<file path="config.mk">
export PLATFORM = sky130hd
export DESIGN_NAME = prs_unit
export DESIGN_NICKNAME = d
export VERILOG_FILES = /design/src/hdl/prs_pkg.sv /design/src/hdl/prs_trigger_select.sv /design/src/hdl/prs_unit.sv
export VERILOG_INCLUDE_DIRS = /design/src /design/src/hdl
export SDC_FILE = /design/constraint.sdc
export NUM_CORES = 1
export LEC_CHECK = 0
export BUFFER_PORTS_ARGS = -buffer_cell sky130_fd_sc_hd__buf_4
export CELL_PAD_IN_SITES_DETAIL_PLACEMENT = 1
export CELL_PAD_IN_SITES_GLOBAL_PLACEMENT = 1
export CORE_ASPECT_RATIO = 0.7
export CORE_MARGIN = 8
export CORE_UTILIZATION = 39
export DETAILED_ROUTE_END_ITERATION = 10
export GPL_ROUTABILITY_DRIVEN = 0
export PLACE_DENSITY = 0.81
export SYNTH_ARGS = -nofsm -noshare
export SYNTH_HDL_FRONTEND = slang
export SYNTH_SLANG_ARGS = --single-unit
</file>
<file path="constraint.sdc">
create_clock -name clk -period 3.05 [get_ports clk]
set_input_delay 0.61 -clock clk [delete_from_list [all_inputs] [get_ports clk]]
set_output_delay 0.61 -clock clk [all_outputs]
set_load 0.03 [all_outputs]
</file>
<file path="src/hdl/prs_cfg.svh">
`ifndef PRS_CFG_SVH
`define PRS_CFG_SVH
// APB byte addresses of the unit registers
`define PRS_ADDR_RELOAD_CONTROL     12'h000
`define PRS_ADDR_SLAVE_SYNC_CONTROL 12'h004
`define PRS_ADDR_START_DELAY_HIGH   12'h008
`define PRS_ADDR_START_DELAY_LOW    12'h00C
`define PRS_ADDR_ACTIVE_WIDTH_HIGH  12'h010
`define PRS_ADDR_ACTIVE_WIDTH_LOW   12'h014
`define PRS_ADDR_CYCLE_LENGTH_HIGH  12'h018
`define PRS_ADDR_CYCLE_LENGTH_LOW   12'h01C
`define PRS_ADDR_SLAVE_TRIG_HIGH    12'h020
`define PRS_ADDR_SLAVE_TRIG_LOW     12'h024
`define PRS_ADDR_UNIT_MODE          12'h028
`define PRS_ADDR_COUNTER_STATUS     12'h02C
// Field positions
`define PRS_RELOAD_ARMED_BIT        7
`define PRS_RELOAD_BY_TRIGGER_BIT   6
`define PRS_SLAVE_RUN_LSB           5
`define PRS_MATCH_DIRECTION_BIT     4
// Reset values of the control registers and operating buffers, and control write masks
`define PRS_RELOAD_CONTROL_RESET    8'h00
`define PRS_SLAVE_SYNC_RESET        8'h00
`define PRS_UNIT_MODE_RESET         8'h00
`define PRS_OPERATING_RESET         16'h0000
`define PRS_RELOAD_CONTROL_MASK     8'hC3
`define PRS_SLAVE_SYNC_MASK         8'h73
`endif

</file>
<file path="src/hdl/prs_pkg.sv">
package prs_pkg;
  typedef enum logic [1:0] {
    PRS_MODE_STANDARD = 2'b00,
    PRS_MODE_SET      = 2'b01,
    PRS_MODE_TOGGLE   = 2'b10,
    PRS_MODE_CENTER   = 2'b11
  } prs_align_t;
  typedef enum logic [1:0] {
    PRS_RUN_INDEPENDENT = 2'b00,
    PRS_RUN_SYNC_START  = 2'b01,
    PRS_RUN_ONE_SHOT    = 2'b10,
    PRS_RUN_CONTINUOUS  = 2'b11
  } prs_slave_run_t;
  // Gray coded along idle -> waiting -> running -> done
  typedef enum logic [1:0] {
    PRS_ST_IDLE    = 2'b00,
    PRS_ST_WAIT    = 2'b01,
    PRS_ST_RUN     = 2'b11,
    PRS_ST_DONE    = 2'b10
  } prs_state_t;
endpackage : prs_pkg

</file>
<file path="src/hdl/prs_trigger_select.sv">
`timescale 1ns/1ps
`default_nettype none
// Picks one sibling event by a two-bit source code; code 00 and own unit yield nothing
module prs_trigger_select (
  input  wire logic [2:0] events,
  input  wire logic [1:0] sourceSel,
  input  wire logic [1:0] ownIndex,
  output logic            picked
);
  logic [3:0] hit;
  genvar gi;
  generate
    for (gi = 1; gi < 4; gi++) begin : g_src
      assign hit[gi] = (sourceSel == 2'(gi)) && (ownIndex != 2'(gi)) && events[gi-1];
    end
  endgenerate
  assign hit[0] = 1'b0;
  assign picked = |hit;
endmodule : prs_trigger_select
`default_nettype wire

</file>
<file path="src/hdl/prs_unit.sv">
// Overview of operation
// - With trigger reload and armed, buffers load at period end after sibling load event.
// - Trigger reload clear: armed bit reloads buffers at current period end, source ignored.
// - Reload source 11/10/01 pick unit three/two/one load event; 00 reserved.
// - Reload source naming the unit itself is reserved and never triggers.
// - Hardware clears armed bit after reload; software may clear it to cancel.
// - Slave run 00 runs free; 01 starts counting on selected offset trigger.
// - Slave run 10 runs a single period started by the offset trigger.
// - Slave run 11 resets counter and restarts on every offset trigger.
// - Center mode: match direction 1 fires on down-count match, 0 on up-count.
// - Other modes ignore match direction for the offset match event.
// - Slave source 11/10/01 pick unit three/two/one match; 00 and own reserved.
// - Phase value is 16 bits in high and low readable writable bytes.
// - Duty value is 16 bits in high and low byte registers.
// - Period value is 16 bits in high and low byte registers.
// - Offset high byte register is readable and writable.
// - Value bytes have no reset; they keep contents across resets.
// - Unimplemented control bits read zero and ignore writes.
// - Value writes take effect only at a reload, all together.
// - Arming in the cycle counter equals period waits for the next period event.
// - Match direction is double buffered and moves only at a reload.
`timescale 1ns/1ps
`default_nettype none
`include "prs_cfg.svh"
module prs_unit #(
  parameter logic [1:0] OWN_INDEX = 2'd1
) (
  input  wire logic        clk,
  input  wire logic        sys_rst,
  input  wire logic        clkEn,
  input  wire logic        psel,
  input  wire logic        penable,
  input  wire logic        pwrite,
  input  wire logic [11:0] paddr,
  input  wire logic [31:0] pwdata,
  output logic      [31:0] prdata,
  output logic             pready,
  output logic             pslverr,
  input  wire logic [2:0]  siblingLoadEvent,
  input  wire logic [2:0]  siblingCompareEvent,
  output logic [15:0]      waveformCounter,
  output logic             periodEvent,
  output logic             unitLoadEvent,
  output logic             slaveCompareEvent,
  output logic [15:0]      activeStartDelay,
  output logic [15:0]      activeWidth,
  output logic [15:0]      activeCycleLength
);
  import prs_pkg::*;

  // ==========================================================
  // Register bus
  logic [7:0]  reloadControl;
  logic [7:0]  slaveSyncControl;
  logic [7:0]  unitMode;
  logic [15:0] startDelayValue;
  logic [15:0] activeWidthValue;
  logic [15:0] cycleLengthValue;
  logic [15:0] slaveTriggerValue;
  logic [15:0] activeSlaveTrigger;
  logic        activeMatchDirection;
  logic        countDown;
  prs_state_t  runState;
  logic        reloadNow;
  logic        trigSeen;
  logic        loadTrig;
  logic        offTrig;
  logic [2:0]  loadSync1, loadSync2, cmpSync1, cmpSync2;

  logic wrEn;
  logic rdHit;
  assign wrEn    = psel && penable && pwrite && clkEn;
  assign pready  = 1'b1;
  assign pslverr = psel && penable && !rdHit;

  always_comb begin
    rdHit = 1'b1;
    unique case (paddr)
      `PRS_ADDR_RELOAD_CONTROL:     prdata = {24'h0000_00, reloadControl};
      `PRS_ADDR_SLAVE_SYNC_CONTROL: prdata = {24'h0000_00, slaveSyncControl};
      `PRS_ADDR_START_DELAY_HIGH:   prdata = {24'h0000_00, startDelayValue[15:8]};
      `PRS_ADDR_START_DELAY_LOW:    prdata = {24'h0000_00, startDelayValue[7:0]};
      `PRS_ADDR_ACTIVE_WIDTH_HIGH:  prdata = {24'h0000_00, activeWidthValue[15:8]};
      `PRS_ADDR_ACTIVE_WIDTH_LOW:   prdata = {24'h0000_00, activeWidthValue[7:0]};
      `PRS_ADDR_CYCLE_LENGTH_HIGH:  prdata = {24'h0000_00, cycleLengthValue[15:8]};
      `PRS_ADDR_CYCLE_LENGTH_LOW:   prdata = {24'h0000_00, cycleLengthValue[7:0]};
      `PRS_ADDR_SLAVE_TRIG_HIGH:    prdata = {24'h0000_00, slaveTriggerValue[15:8]};
      `PRS_ADDR_SLAVE_TRIG_LOW:     prdata = {24'h0000_00, slaveTriggerValue[7:0]};
      `PRS_ADDR_UNIT_MODE:          prdata = {24'h0000_00, unitMode};
      `PRS_ADDR_COUNTER_STATUS:     prdata = {14'h0000, runState, waveformCounter};
      default: begin
        prdata = 32'h0000_0000;
        rdHit  = 1'b0;
      end
    endcase
  end

  // ==========================================================
  // Value byte registers: no reset, contents survive resets
  always_ff @(posedge clk) begin
    if (wrEn) begin
      unique case (paddr)
        `PRS_ADDR_START_DELAY_HIGH:  startDelayValue[15:8]   <= pwdata[7:0];
        `PRS_ADDR_START_DELAY_LOW:   startDelayValue[7:0]    <= pwdata[7:0];
        `PRS_ADDR_ACTIVE_WIDTH_HIGH: activeWidthValue[15:8]  <= pwdata[7:0];
        `PRS_ADDR_ACTIVE_WIDTH_LOW:  activeWidthValue[7:0]   <= pwdata[7:0];
        `PRS_ADDR_CYCLE_LENGTH_HIGH: cycleLengthValue[15:8]  <= pwdata[7:0];
        `PRS_ADDR_CYCLE_LENGTH_LOW:  cycleLengthValue[7:0]   <= pwdata[7:0];
        `PRS_ADDR_SLAVE_TRIG_HIGH:   slaveTriggerValue[15:8] <= pwdata[7:0];
        `PRS_ADDR_SLAVE_TRIG_LOW:    slaveTriggerValue[7:0]  <= pwdata[7:0];
        default: ;
      endcase
    end
  end

  // ==========================================================
  // Control registers
  logic armWrite;
  assign armWrite = wrEn && (paddr == `PRS_ADDR_RELOAD_CONTROL);

  always_ff @(posedge clk) begin
    if (sys_rst) begin
      reloadControl <= `PRS_RELOAD_CONTROL_RESET;
    end else if (clkEn) begin
      if (armWrite) begin
        reloadControl <= pwdata[7:0] & `PRS_RELOAD_CONTROL_MASK;
      end else if (reloadNow) begin
        reloadControl[`PRS_RELOAD_ARMED_BIT] <= 1'b0;
      end
    end
  end

  always_ff @(posedge clk) begin
    if (sys_rst) begin
      slaveSyncControl <= `PRS_SLAVE_SYNC_RESET;
      unitMode         <= `PRS_UNIT_MODE_RESET;
    end else if (wrEn) begin
      if (paddr == `PRS_ADDR_SLAVE_SYNC_CONTROL)
        slaveSyncControl <= pwdata[7:0] & `PRS_SLAVE_SYNC_MASK;
      if (paddr == `PRS_ADDR_UNIT_MODE)
        unitMode <= {6'h00, pwdata[1:0]};
    end
  end

  prs_slave_run_t slaveRun;
  prs_align_t     alignMode;
  logic           reloadArmed, reloadByTrigger;
  assign slaveRun        = prs_slave_run_t'(slaveSyncControl[6:5]);
  assign alignMode       = prs_align_t'(unitMode[1:0]);
  assign reloadArmed     = reloadControl[`PRS_RELOAD_ARMED_BIT];
  assign reloadByTrigger = reloadControl[`PRS_RELOAD_BY_TRIGGER_BIT];

  // ==========================================================
  // Sibling events come from other unit clocks, so two flops first
  always_ff @(posedge clk) begin
    if (sys_rst) begin
      loadSync1 <= 3'h0;
      loadSync2 <= 3'h0;
      cmpSync1  <= 3'h0;
      cmpSync2  <= 3'h0;
    end else if (clkEn) begin
      loadSync1 <= siblingLoadEvent;
      loadSync2 <= loadSync1;
      cmpSync1  <= siblingCompareEvent;
      cmpSync2  <= cmpSync1;
    end
  end

  prs_trigger_select u_load_sel (
    .events    (loadSync2),
    .sourceSel (reloadControl[1:0]),
    .ownIndex  (OWN_INDEX),
    .picked    (loadTrig)
  );

  prs_trigger_select u_offset_sel (
    .events    (cmpSync2),
    .sourceSel (slaveSyncControl[1:0]),
    .ownIndex  (OWN_INDEX),
    .picked    (offTrig)
  );

  // ==========================================================
  // Reload arming
  logic armedLast;
  logic armQualified;
  always_ff @(posedge clk) begin
    if (sys_rst) begin
      armedLast <= 1'b0;
      trigSeen  <= 1'b0;
    end else if (clkEn) begin
      armedLast <= reloadArmed;
      if (reloadNow || !reloadArmed)
        trigSeen <= 1'b0;
      else if (reloadByTrigger && loadTrig)
        trigSeen <= 1'b1;
    end
  end

  // An arming that rises at the period event itself is held off one period
  assign armQualified = reloadArmed && armedLast;
  assign reloadNow    = periodEvent && armQualified &&
                        (!reloadByTrigger || trigSeen);
  assign unitLoadEvent = reloadNow;

  // All buffers move together at a reload only
  always_ff @(posedge clk) begin
    if (sys_rst) begin
      activeMatchDirection <= 1'b0;
    end else if (clkEn && reloadNow) begin
      activeMatchDirection <= slaveSyncControl[`PRS_MATCH_DIRECTION_BIT];
    end
  end

  // Operating buffers clear at reset so the counter never compares against unknowns
  always_ff @(posedge clk) begin
    if (sys_rst) begin
      activeStartDelay   <= `PRS_OPERATING_RESET;
      activeWidth        <= `PRS_OPERATING_RESET;
      activeCycleLength  <= `PRS_OPERATING_RESET;
      activeSlaveTrigger <= `PRS_OPERATING_RESET;
    end else if (clkEn && reloadNow) begin
      activeStartDelay   <= startDelayValue;
      activeWidth        <= activeWidthValue;
      activeCycleLength  <= cycleLengthValue;
      activeSlaveTrigger <= slaveTriggerValue;
    end
  end

  // ==========================================================
  // Slave run control and counter
  logic counting;
  assign counting = (runState == PRS_ST_RUN);
  assign periodEvent = counting && (alignMode == PRS_MODE_CENTER ?
                       (countDown && waveformCounter == 16'h0000) :
                       (waveformCounter == activeCycleLength));

  always_ff @(posedge clk) begin
    if (sys_rst) begin
      runState <= PRS_ST_IDLE;
    end else if (clkEn) begin
      unique case (runState)
        PRS_ST_IDLE:
          runState <= (slaveRun == PRS_RUN_INDEPENDENT) ? PRS_ST_RUN : PRS_ST_WAIT;
        PRS_ST_WAIT:
          if (slaveRun == PRS_RUN_INDEPENDENT)
            runState <= PRS_ST_RUN;
          else if (offTrig)
            runState <= PRS_ST_RUN;
        PRS_ST_RUN:
          if (periodEvent && slaveRun == PRS_RUN_ONE_SHOT)
            runState <= PRS_ST_DONE;
        PRS_ST_DONE:
          if (slaveRun != PRS_RUN_ONE_SHOT)
            runState <= PRS_ST_IDLE;
          else if (offTrig)
            runState <= PRS_ST_RUN;
      endcase
    end
  end

  logic restart;
  assign restart = (runState != PRS_ST_RUN && offTrig) ||
                   (counting && slaveRun == PRS_RUN_CONTINUOUS && offTrig);

  always_ff @(posedge clk) begin
    if (sys_rst) begin
      waveformCounter <= 16'h0000;
      countDown       <= 1'b0;
    end else if (clkEn) begin
      if (restart) begin
        waveformCounter <= 16'h0000;
        countDown       <= 1'b0;
      end else if (counting) begin
        if (alignMode != PRS_MODE_CENTER) begin
          countDown       <= 1'b0;
          waveformCounter <= periodEvent ? 16'h0000 : waveformCounter + 16'h0001;
        end else if (!countDown) begin
          if (waveformCounter >= activeCycleLength)
            countDown <= 1'b1;
          else
            waveformCounter <= waveformCounter + 16'h0001;
        end else if (waveformCounter == 16'h0000) begin
          countDown <= 1'b0;
        end else begin
          waveformCounter <= waveformCounter - 16'h0001;
        end
      end
    end
  end

  // ==========================================================
  // Offset match pulse
  logic offsetHit;
  always_comb begin
    offsetHit = counting && (waveformCounter == activeSlaveTrigger);
    if (alignMode == PRS_MODE_CENTER)
      offsetHit = offsetHit && (countDown == activeMatchDirection);
    // Other modes take the match as is
  end

  logic offsetHitLast;
  always_ff @(posedge clk) begin
    if (sys_rst) begin
      offsetHitLast <= 1'b0;
    end else if (clkEn) begin
      offsetHitLast <= offsetHit;
    end
  end
  // Edge only, so a counter held at the apex still gives one pulse
  assign slaveCompareEvent = offsetHit && !offsetHitLast && clkEn;
endmodule : prs_unit
`default_nettype wire

</file>
==> impl.org, run 1 <==
** CTS
- TritonCTS created 17 clock buffers.
- Post-CTS Hold Fix Bufs :: 0
- The H-tree generated during clock tree synthesis spans 4 levels.
- The root buffer cell chosen for the clock tree is sky130_fd_sc_hd__clkbuf_16.
- TritonCTS built the clock tree.
- Counting along the longest clock path gives a buffer depth of 2.
- After clock tree synthesis, the clock-pin slew on the worst setup and hold paths is 0.08 ns.
- At the later pin of the worst-skew pair, clock insertion delay measures ~0.44 ns.
- The clock net in this run drives a total of 170 sinks.

** Synthesis
- In the synthesized netlist, the number of instances is a little over 800.
- Post-Syn Area :: about 8000 um2
- Of the post-synthesis cell area, the dominant cell type holds between 20 and 30%.
- By area, the combinational part of the netlist is dominated by simple AND/OR/NAND/NOR gates.
- By area the synthesized netlist is led by sky130_fd_sc_hd__dfxtp_1, sky130_fd_sc_hd__edfxtp_1, sky130_fd_sc_hd__nand2_1.
- Sequential elements use 49.3% of the synthesized area.
- Syn_area_per_cell :: 9.97 um2
- The biggest area contributor in the post-synthesis netlist is sky130_fd_sc_hd__dfxtp_1.
- The synthesized netlist devotes 18.7% of its cell area to simple gates.
- Compound-gate portion of the synthesized area :: between 10% and 20%
- Yosys Warn Count :: 0
- Share of synthesized registers carrying an async set or reset :: 0%
- The number of different library cells used by synthesis comes to 65.
- Multiplexer area fraction after synthesis :: 4.47%
- Post-synth EDFFs :: 64
- Register bit total from synthesis :: 170
- Synth Area in Adders :: 2.90%
- In the synthesized netlist the dominant register cell turns out to be sky130_fd_sc_hd__dfxtp_1.
- Xor/xnor share of the synthesized area :: around 1.9%

** Timing
- Dividing the final minimum period by the clock period gives 98.3%.
- Worst relative slew slack :: 60.9%
- Setup repair after global routing could not meet its margin everywhere.
- Max-slew violation count :: 0
- Based on the critical path, the design can be clocked at up to 334 MHz.
- Across the routed clock network, the largest skew measured is 0.0160 ns.
- Final hold violations :: 0
- Final min period :: 3.00 ns
- Adding up every negative setup slack in the final design gives 0 ns.
- Setup violations remaining at the end of the flow were counted as 0.
- For the pin with the worst max-slew slack, the measured transition is 0.584 ns.

** Global routing
- Residual overflow from global routing :: 0
- The number of global-route vias before repair came to 7,625.
- Number of antenna violations at the first check in global routing :: 0
- Global-route wire length before repair :: 44,400 um
- Global routing used between 20% and 30% of the available tracks.
- Pin count of the biggest net entering global routing :: 45

** Critical path
- The worst setup path is launched from a flip-flop.
- STA puts the critical path data required time at 2.44 ns.
- Critical path buffer and inverter count :: 2
- Type of the worst setup path :: reg2out
- Data on the critical path arrives at its endpoint at 2.39 ns.
- The setup check on the worst reg-to-reg path leaves a slack of 0.16 ns.
- Of all nets on the critical path, the largest fanout is 3.
- Ordered cell list for the critical path :: or4_4 > nor4_4 > nand4_1 > a21oi_4 > inv_2 > nor2_4 > buf_6
- Stage delay of the slowest cell on the critical path :: 0.54 ns
- Cell type group with the largest total delay on the critical path :: simple AND/OR/NAND/NOR gates
- The slowest stage of the critical path is the sky130_fd_sc_hd__or4_4 cell.
- Worst Setup End Kind :: output port

** Drt
- Detailed Route Iter0 Violations :: 712
- Post-route antenna net violation count :: 0
- Number of detailed-route iterations in the first pass :: 5
- Drt wl/cell :: 23.6 um
- Vias per std cell :: 5.69
- Detailed routing inserted a total of 7,185 vias.
- Final WL :: 29,800 um
- DRC :: 0

** Cells and area
- After the last flow step, the layout net total stands at between 1,000 and 1,500.
- P&R area growth vs syn :: 27.0%
- Commonest non-fill, non-tap cell in the layout :: sky130_fd_sc_hd__buf_4
- 0 antenna diodes ended up in the layout.
- Design area :: 10,400 um2
- For this run, the share of the core covered by cells in the final layout is 50.4%.
- The post-route netlist has 36.7% of its cells at a drive strength greater than 1.
- The top cell types in the final layout, fill and taps aside, are sky130_fd_sc_hd__buf_4, sky130_fd_sc_hd__nand2_1, sky130_fd_sc_hd__dfxtp_1.
- For this run, the number of standard cells in the final layout without fillers is 1,262.

** Placed design
- Summed over all nets, the half-perimeter wirelength after detailed placement is between 20,000 and 25,000 um.
- Quantity of I/O buffers inserted on ports :: roughly 120
- Standard cell area after detailed placement :: between 9000 and 10,000 um2
- Total placed cells including tap cells :: around 1,200

** Power
- Leakage dissipation :: between 3 and 4 nW
- Power density over cell area :: approximately 460 nW/um2
- Design Power :: between 4 and 5 mW
- VDD sags by at most 0.374 mV.

** Floorplanning
- Row generation in the floorplan step produced 44 rows.
- Area inside the core boundary :: 20,700 um2
- The floorplan step defined a die boundary enclosing between 20,000 and 30,000 um2.
- In this run the vertical extent of the chip is 137 um.
- 157 I/O pins were placed.
- For this configuration, the core starts out at a cell density of 39.7%.
- Die X :: between 150 and 200 um

** Worst hold path
- Worst hold path class :: in2reg

** Run
- Count of max-cap constraint violations :: 0

** Status
- Outcome :: completed
## sequential cells by signal, indices dropped and copies added, names as in the netlist, 2 cells and up
name,count
startDelayValue,16
unitMode,2
cmpSync1,2
activeWidth,16
loadSync1,2
slaveSyncControl,5
loadSync2,2
activeCycleLength,16
reloadControl,4
activeStartDelay,16
activeSlaveTrigger,16
runState,2
cycleLengthValue,16
activeWidthValue,16
cmpSync2,2
waveformCounter,16
slaveTriggerValue,16
## worst paths after layout
path	cells past startpoint	startpoint	endpoint
max	7	waveformCounter[3]	unitLoadEvent
min	3	siblingLoadEvent[1]	loadSync1[1]
max reg2reg	8	activeCycleLength[2]	waveformCounter[3]
min reg2reg	2	activeStartDelay[15]	activeStartDelay[15]
## worst min-delay path, stage by stage
cell                      delay, ns
sky130_fd_sc_hd__buf_4         0.07
sky130_fd_sc_hd__mux2i_1       0.06
sky130_fd_sc_hd__nor2_1        0.07
## layout make-up
cell class	instances	area, um2
fillers	2339	10300
flip-flops and latches	170	4080
multi-input cells	578	3890
repair buffers	182	1410
clock buffers	17	425
well taps	276	345
clock inverters	15	194
inverters	24	90.1
## Yosys cell counts, types with 3 or more instances
library cell and n:
sky130_fd_sc_hd__inv_1 24, sky130_fd_sc_hd__nand2_2 40, sky130_fd_sc_hd__a21oi_1 47, sky130_fd_sc_hd__ha_1 19
sky130_fd_sc_hd__a22oi_1 14, sky130_fd_sc_hd__nor4_1 9, sky130_fd_sc_hd__o311ai_0 9, sky130_fd_sc_hd__nand3_1 23
sky130_fd_sc_hd__nor2_1 40, sky130_fd_sc_hd__nand2_1 130, sky130_fd_sc_hd__nand2b_1 5, sky130_fd_sc_hd__a222oi_1 5
sky130_fd_sc_hd__nand4_1 12, sky130_fd_sc_hd__buf_2 7, sky130_fd_sc_hd__a31oi_1 4, sky130_fd_sc_hd__a211oi_1 5
sky130_fd_sc_hd__or3_1 3, sky130_fd_sc_hd__o21ai_0 16, sky130_fd_sc_hd__xor2_1 16, sky130_fd_sc_hd__dfxtp_1 106
sky130_fd_sc_hd__and2_1 15, sky130_fd_sc_hd__a21oi_2 50, sky130_fd_sc_hd__o41ai_1 9, sky130_fd_sc_hd__edfxtp_1 64
sky130_fd_sc_hd__nor2b_1 5, sky130_fd_sc_hd__clkbuf_1 33, sky130_fd_sc_hd__mux4_2 8, sky130_fd_sc_hd__and3_1 5
sky130_fd_sc_hd__o21a_1 3, sky130_fd_sc_hd__buf_4 15, sky130_fd_sc_hd__buf_12 5, sky130_fd_sc_hd__nor3_1 13
sky130_fd_sc_hd__a221oi_1 3, sky130_fd_sc_hd__mux2_2 5, sky130_fd_sc_hd__mux2i_1 13
## layer usage
metal | share of wire (%) | wire [um] | GRT usage, % | up-vias
met5 | 0 | 0 | 0 | -
li1 | - | - | - | 3244
met1 | 43 | 12800 | 28.8 | 3616
met3 | 7.7 | 2280 | 5.69 | 41
met4 | 1.8 | 548 | 6.84 | 0
met2 | 47 | 14100 | 35.7 | 284
## metrics by stage
| step | setup slack, ns | hold WS, ns |
|---|---|---|
| floorplan | 0.0218 | 0.443 |
| global placement | -0.0118 | 0.449 |
| detailed placement | -0.0857 | 0.456 |
| CTS | 0.00728 | 0.403 |
| global route | -0.103 | 0.416 |
| finish | 0.0519 | 0.408 |
## power breakdown
group	switching [mW]	internal, mW
clock	1.11	1.12
combinational	0.155	0.0677
sequential	0.00705	2.35
## cell families (layout without fill, tap and decap cells)
| kind of cell | count (synthesis) | in the layout |
|---|---|---|
| and+or+nand+nor | 313 | 313 |
| AOI/OAI and AO/OA | 187 | 187 |
| DFF | 170 | 170 |
| buffers and inverters | 88 | 238 |
| muxes | 26 | 26 |
| adders and majority gates | 19 | 19 |
| xor gates and xnor gates | 18 | 18 |
| other | 2 | 15 |
## timing repair
action	in CTS	in global routing
buffers inserted	1	8
endpoints found under the setup margin	6	17
gates resized for setup	16	33
pin swaps	5	9
hold endpoints to repair	0	0
Power figures use the tool's default switching activity.
==> inputs of run 2 (changes only) <==
- CORE_UTILIZATION: 39 -> 43
- PLACE_DENSITY: 0.81 -> 0.84
- clock period: 3.05 -> 2.8 ns (I/O delays scaled with it)
==> impl.org, run 2 (same netlist as run 1, synthesis figures left out) <==
** Critical path
- The worst setup path is captured at a flip-flop.
- FF-to-FF path depth :: 11
- For this run, the slowest stage of the critical path takes 0.43 ns.
- For the worst setup path, the data required time is 3.14 ns.
- Slowest stage cell on the critical path :: sky130_fd_sc_hd__o311ai_2
- Ordered cell list for the critical path :: buf_4 > ha_1 > o21ai_0 > a21oi_1 > o31ai_2 > buf_4 > a31oi_1 > o21a_1 > o311ai_2 > o41ai_4 > buf_4
- Data arrival time at the worst-slack endpoint :: 3.27 ns
- Worst-path maximum fanout :: 10
- Type of the worst setup path :: reg2reg
- STA classifies the critical path startpoint as a flip-flop.
- Counting stages on the worst path, the most repeated cell is sky130_fd_sc_hd__buf_4.

** Power
- Summed over all cells, the static leakage comes to 4.24 nW.
- Design Power :: 5.25 mW
- In this run the power density over the cells is 476 nW/um2.
- VDD sags by at most 0.299 mV.

** Cells and area
- For this run, the post-layout net count is roughly 1,100.
- Commonest non-fill, non-tap cell in the layout :: sky130_fd_sc_hd__buf_4
- P&R area growth vs syn :: 34.3%
- Leaving out fill and tap cells, the most frequent cells in the layout are sky130_fd_sc_hd__buf_4, sky130_fd_sc_hd__nand2_1, sky130_fd_sc_hd__dfxtp_1.
- Proportion of layout cells with a drive suffix above 1 :: 42.8%
- Finished Core Util :: 58.6%
- ANT cells :: 0

** Worst hold path
- Counting instances, the worst hold path has a depth of 3.
- Worst hold path class :: in2reg

** Timing
- Setup WS post-layout :: -0.131 ns
- Setup repair after global routing could not meet its margin everywhere.
- The final number of hold-violating endpoints was 0.
- The worst path in the final design needs a cycle of 2.93 ns, including I/O delays and setup.
- Share of the clock period used by the worst path :: 105%
- Final Skew :: approximately 0.012 ns
- Setup violations remaining at the end of the flow were counted as 14.
- Worst relative slew slack :: 59.3%
- Peak clock frequency supported by timing :: 341 MHz
- Max-slew violation count :: 0
- At the pin with the least slew margin, the transition time is a little over 0.6 ns.

** Drt
- The detail route stage leaves a number of antenna-violating nets equal to 0.
- For this run, design rule violations remaining after detail routing come to 0.
- Number of detailed-route iterations in the first pass :: 6
- After detailed routing, the average wire length per cell comes to ~27 um.
- Final WL :: 34,000 um
- Vias per std cell :: 6.14
- The detailed router placed between 7,000 and 8,000 vias in this run.
- Detailed Route Iter0 Violations :: 868

** Floorplanning
- 157 I/O pins were placed.
- Die outline area :: 23,800 um2
- Std cell rows :: 42
- The die is 181 um wide.
- Die Ht :: 132 um
- Initial Util :: 43.6%
- Area inside the core boundary :: around 19,000 um2

** CTS
- Clock Pin Slew Worst Setup and Hold Paths :: roughly 0.070 ns
- H-tree lvl count :: 4
- Worst-skew pair later-pin latency :: 0.45 ns
- Deepest clock path buffer count :: 2
- After clock tree synthesis, the flow added hold-fix buffers numbering 0.
- For this design, the sink count on the clock tree is 170.
- Root buffer cell :: sky130_fd_sc_hd__clkbuf_16
- Clock tree from TritonCTS :: yes
- Number of buffers added by the clock tree synthesis step :: 17

** Global routing
- GRT Util Overall :: 25.6%
- Summed over all layers, the global routing overflow is 0.
- Entering global routing, the biggest net connects 44 pins.
- The first global-routing pass estimated 47,400 um of wire.
- Number of antenna violations at the first check in global routing :: 1
- The number of global-route vias before repair was between 8,000 and 9,000.

** Status
- The checks that failed: negative setup slack.
- Outcome :: finished with violations

** Run
- Count of max-cap constraint violations :: 0

** Placed design
- Once detailed placement completed, the half-perimeter wirelength came to 21,700 um.
- Quantity of I/O buffers inserted on ports :: 115
-- run 2: cell count changes in the layout (fill, tap and decap cells not counted), sizes merged --
cell | previous run | this run
bufinv | 0 | 1
buf | 182 | 232
clkbuf | 17 | 19
inv | 30 | 32
clkinv | 9 | 2
clkinvlp | 0 | 2
-- run 2: critical path, delay by kind of cell, from the launching register on --
kind | cells | cell delay [ns]
compound gates | 7 | 1.70
fa+ha+maj | 1 | 0.30
buf+inv | 3 | 0.49
flops | 1 | 0.33
-- run 2: worst paths after layout --
check | slack, ns | start | to
worst max-delay path | -0.13 | waveformCounter[2] | waveformCounter[9]
worst min-delay path | 0.35 | siblingCompareEvent[2] | cmpSync1[2]
worst max register to register | -0.13 | waveformCounter[2] | waveformCounter[9]
worst min register to register | 0.47 | activeStartDelay[9] | activeStartDelay[9]
-- run 2: per-stage QoR --
| step | hold slack (ns) | cell area [um2] | setup TNS, ns | instances | setup WS, ns |
|---|---|---|---|---|---|
| after floorplan | 0.443 | 8300 | -0.0524 | 836 | -0.0262 |
| after global placement | 0.450 | 9820 | -0.844 | 1223 | -0.144 |
| after detailed placement | 0.454 | 9820 | -1.67 | 1223 | -0.246 |
| after CTS | 0.350 | 10800 | -0.280 | 1269 | -0.0718 |
| after global routing | 0.353 | 11000 | -3.18 | 1278 | -0.185 |
| final | 0.351 | 11000 | -0.823 | 1278 | -0.131 |
-- run 2: layer usage --
metal / vias up / wire (um) / track usage, %
li1: 3330 / - / -
met1: 3881 / 13400 / 31.5
met2: 509 / 16000 / 41.4
met3: 130 / 3210 / 8.07
met4: 0 / 1400 / 10.3
met5: - / 0 / 0
-- run 2: cell type report --
class	count	area (um2)
clock buffers	19	453
inverters	24	90.1
repair buffers	232	1890
fillers	2051	7780
clock inverters	13	130
well taps	242	303
flip-flops and latches	170	4070
multi-input cells	578	4090
-- run 2: report_power, final --
part,leakage [nW],internal (mW),total (mW),switching (mW)
clock network,0.287,1.30,2.41,1.11
logic,2.51,0.0860,0.268,0.182
registers,1.44,2.57,2.57,0.00824
-- run 2: repair_timing --
item	4_1_cts	5_1_grt
gates resized for setup	54	52
setup endpoints to repair	12	26
pin swaps	23	17
buffers inserted	14	10
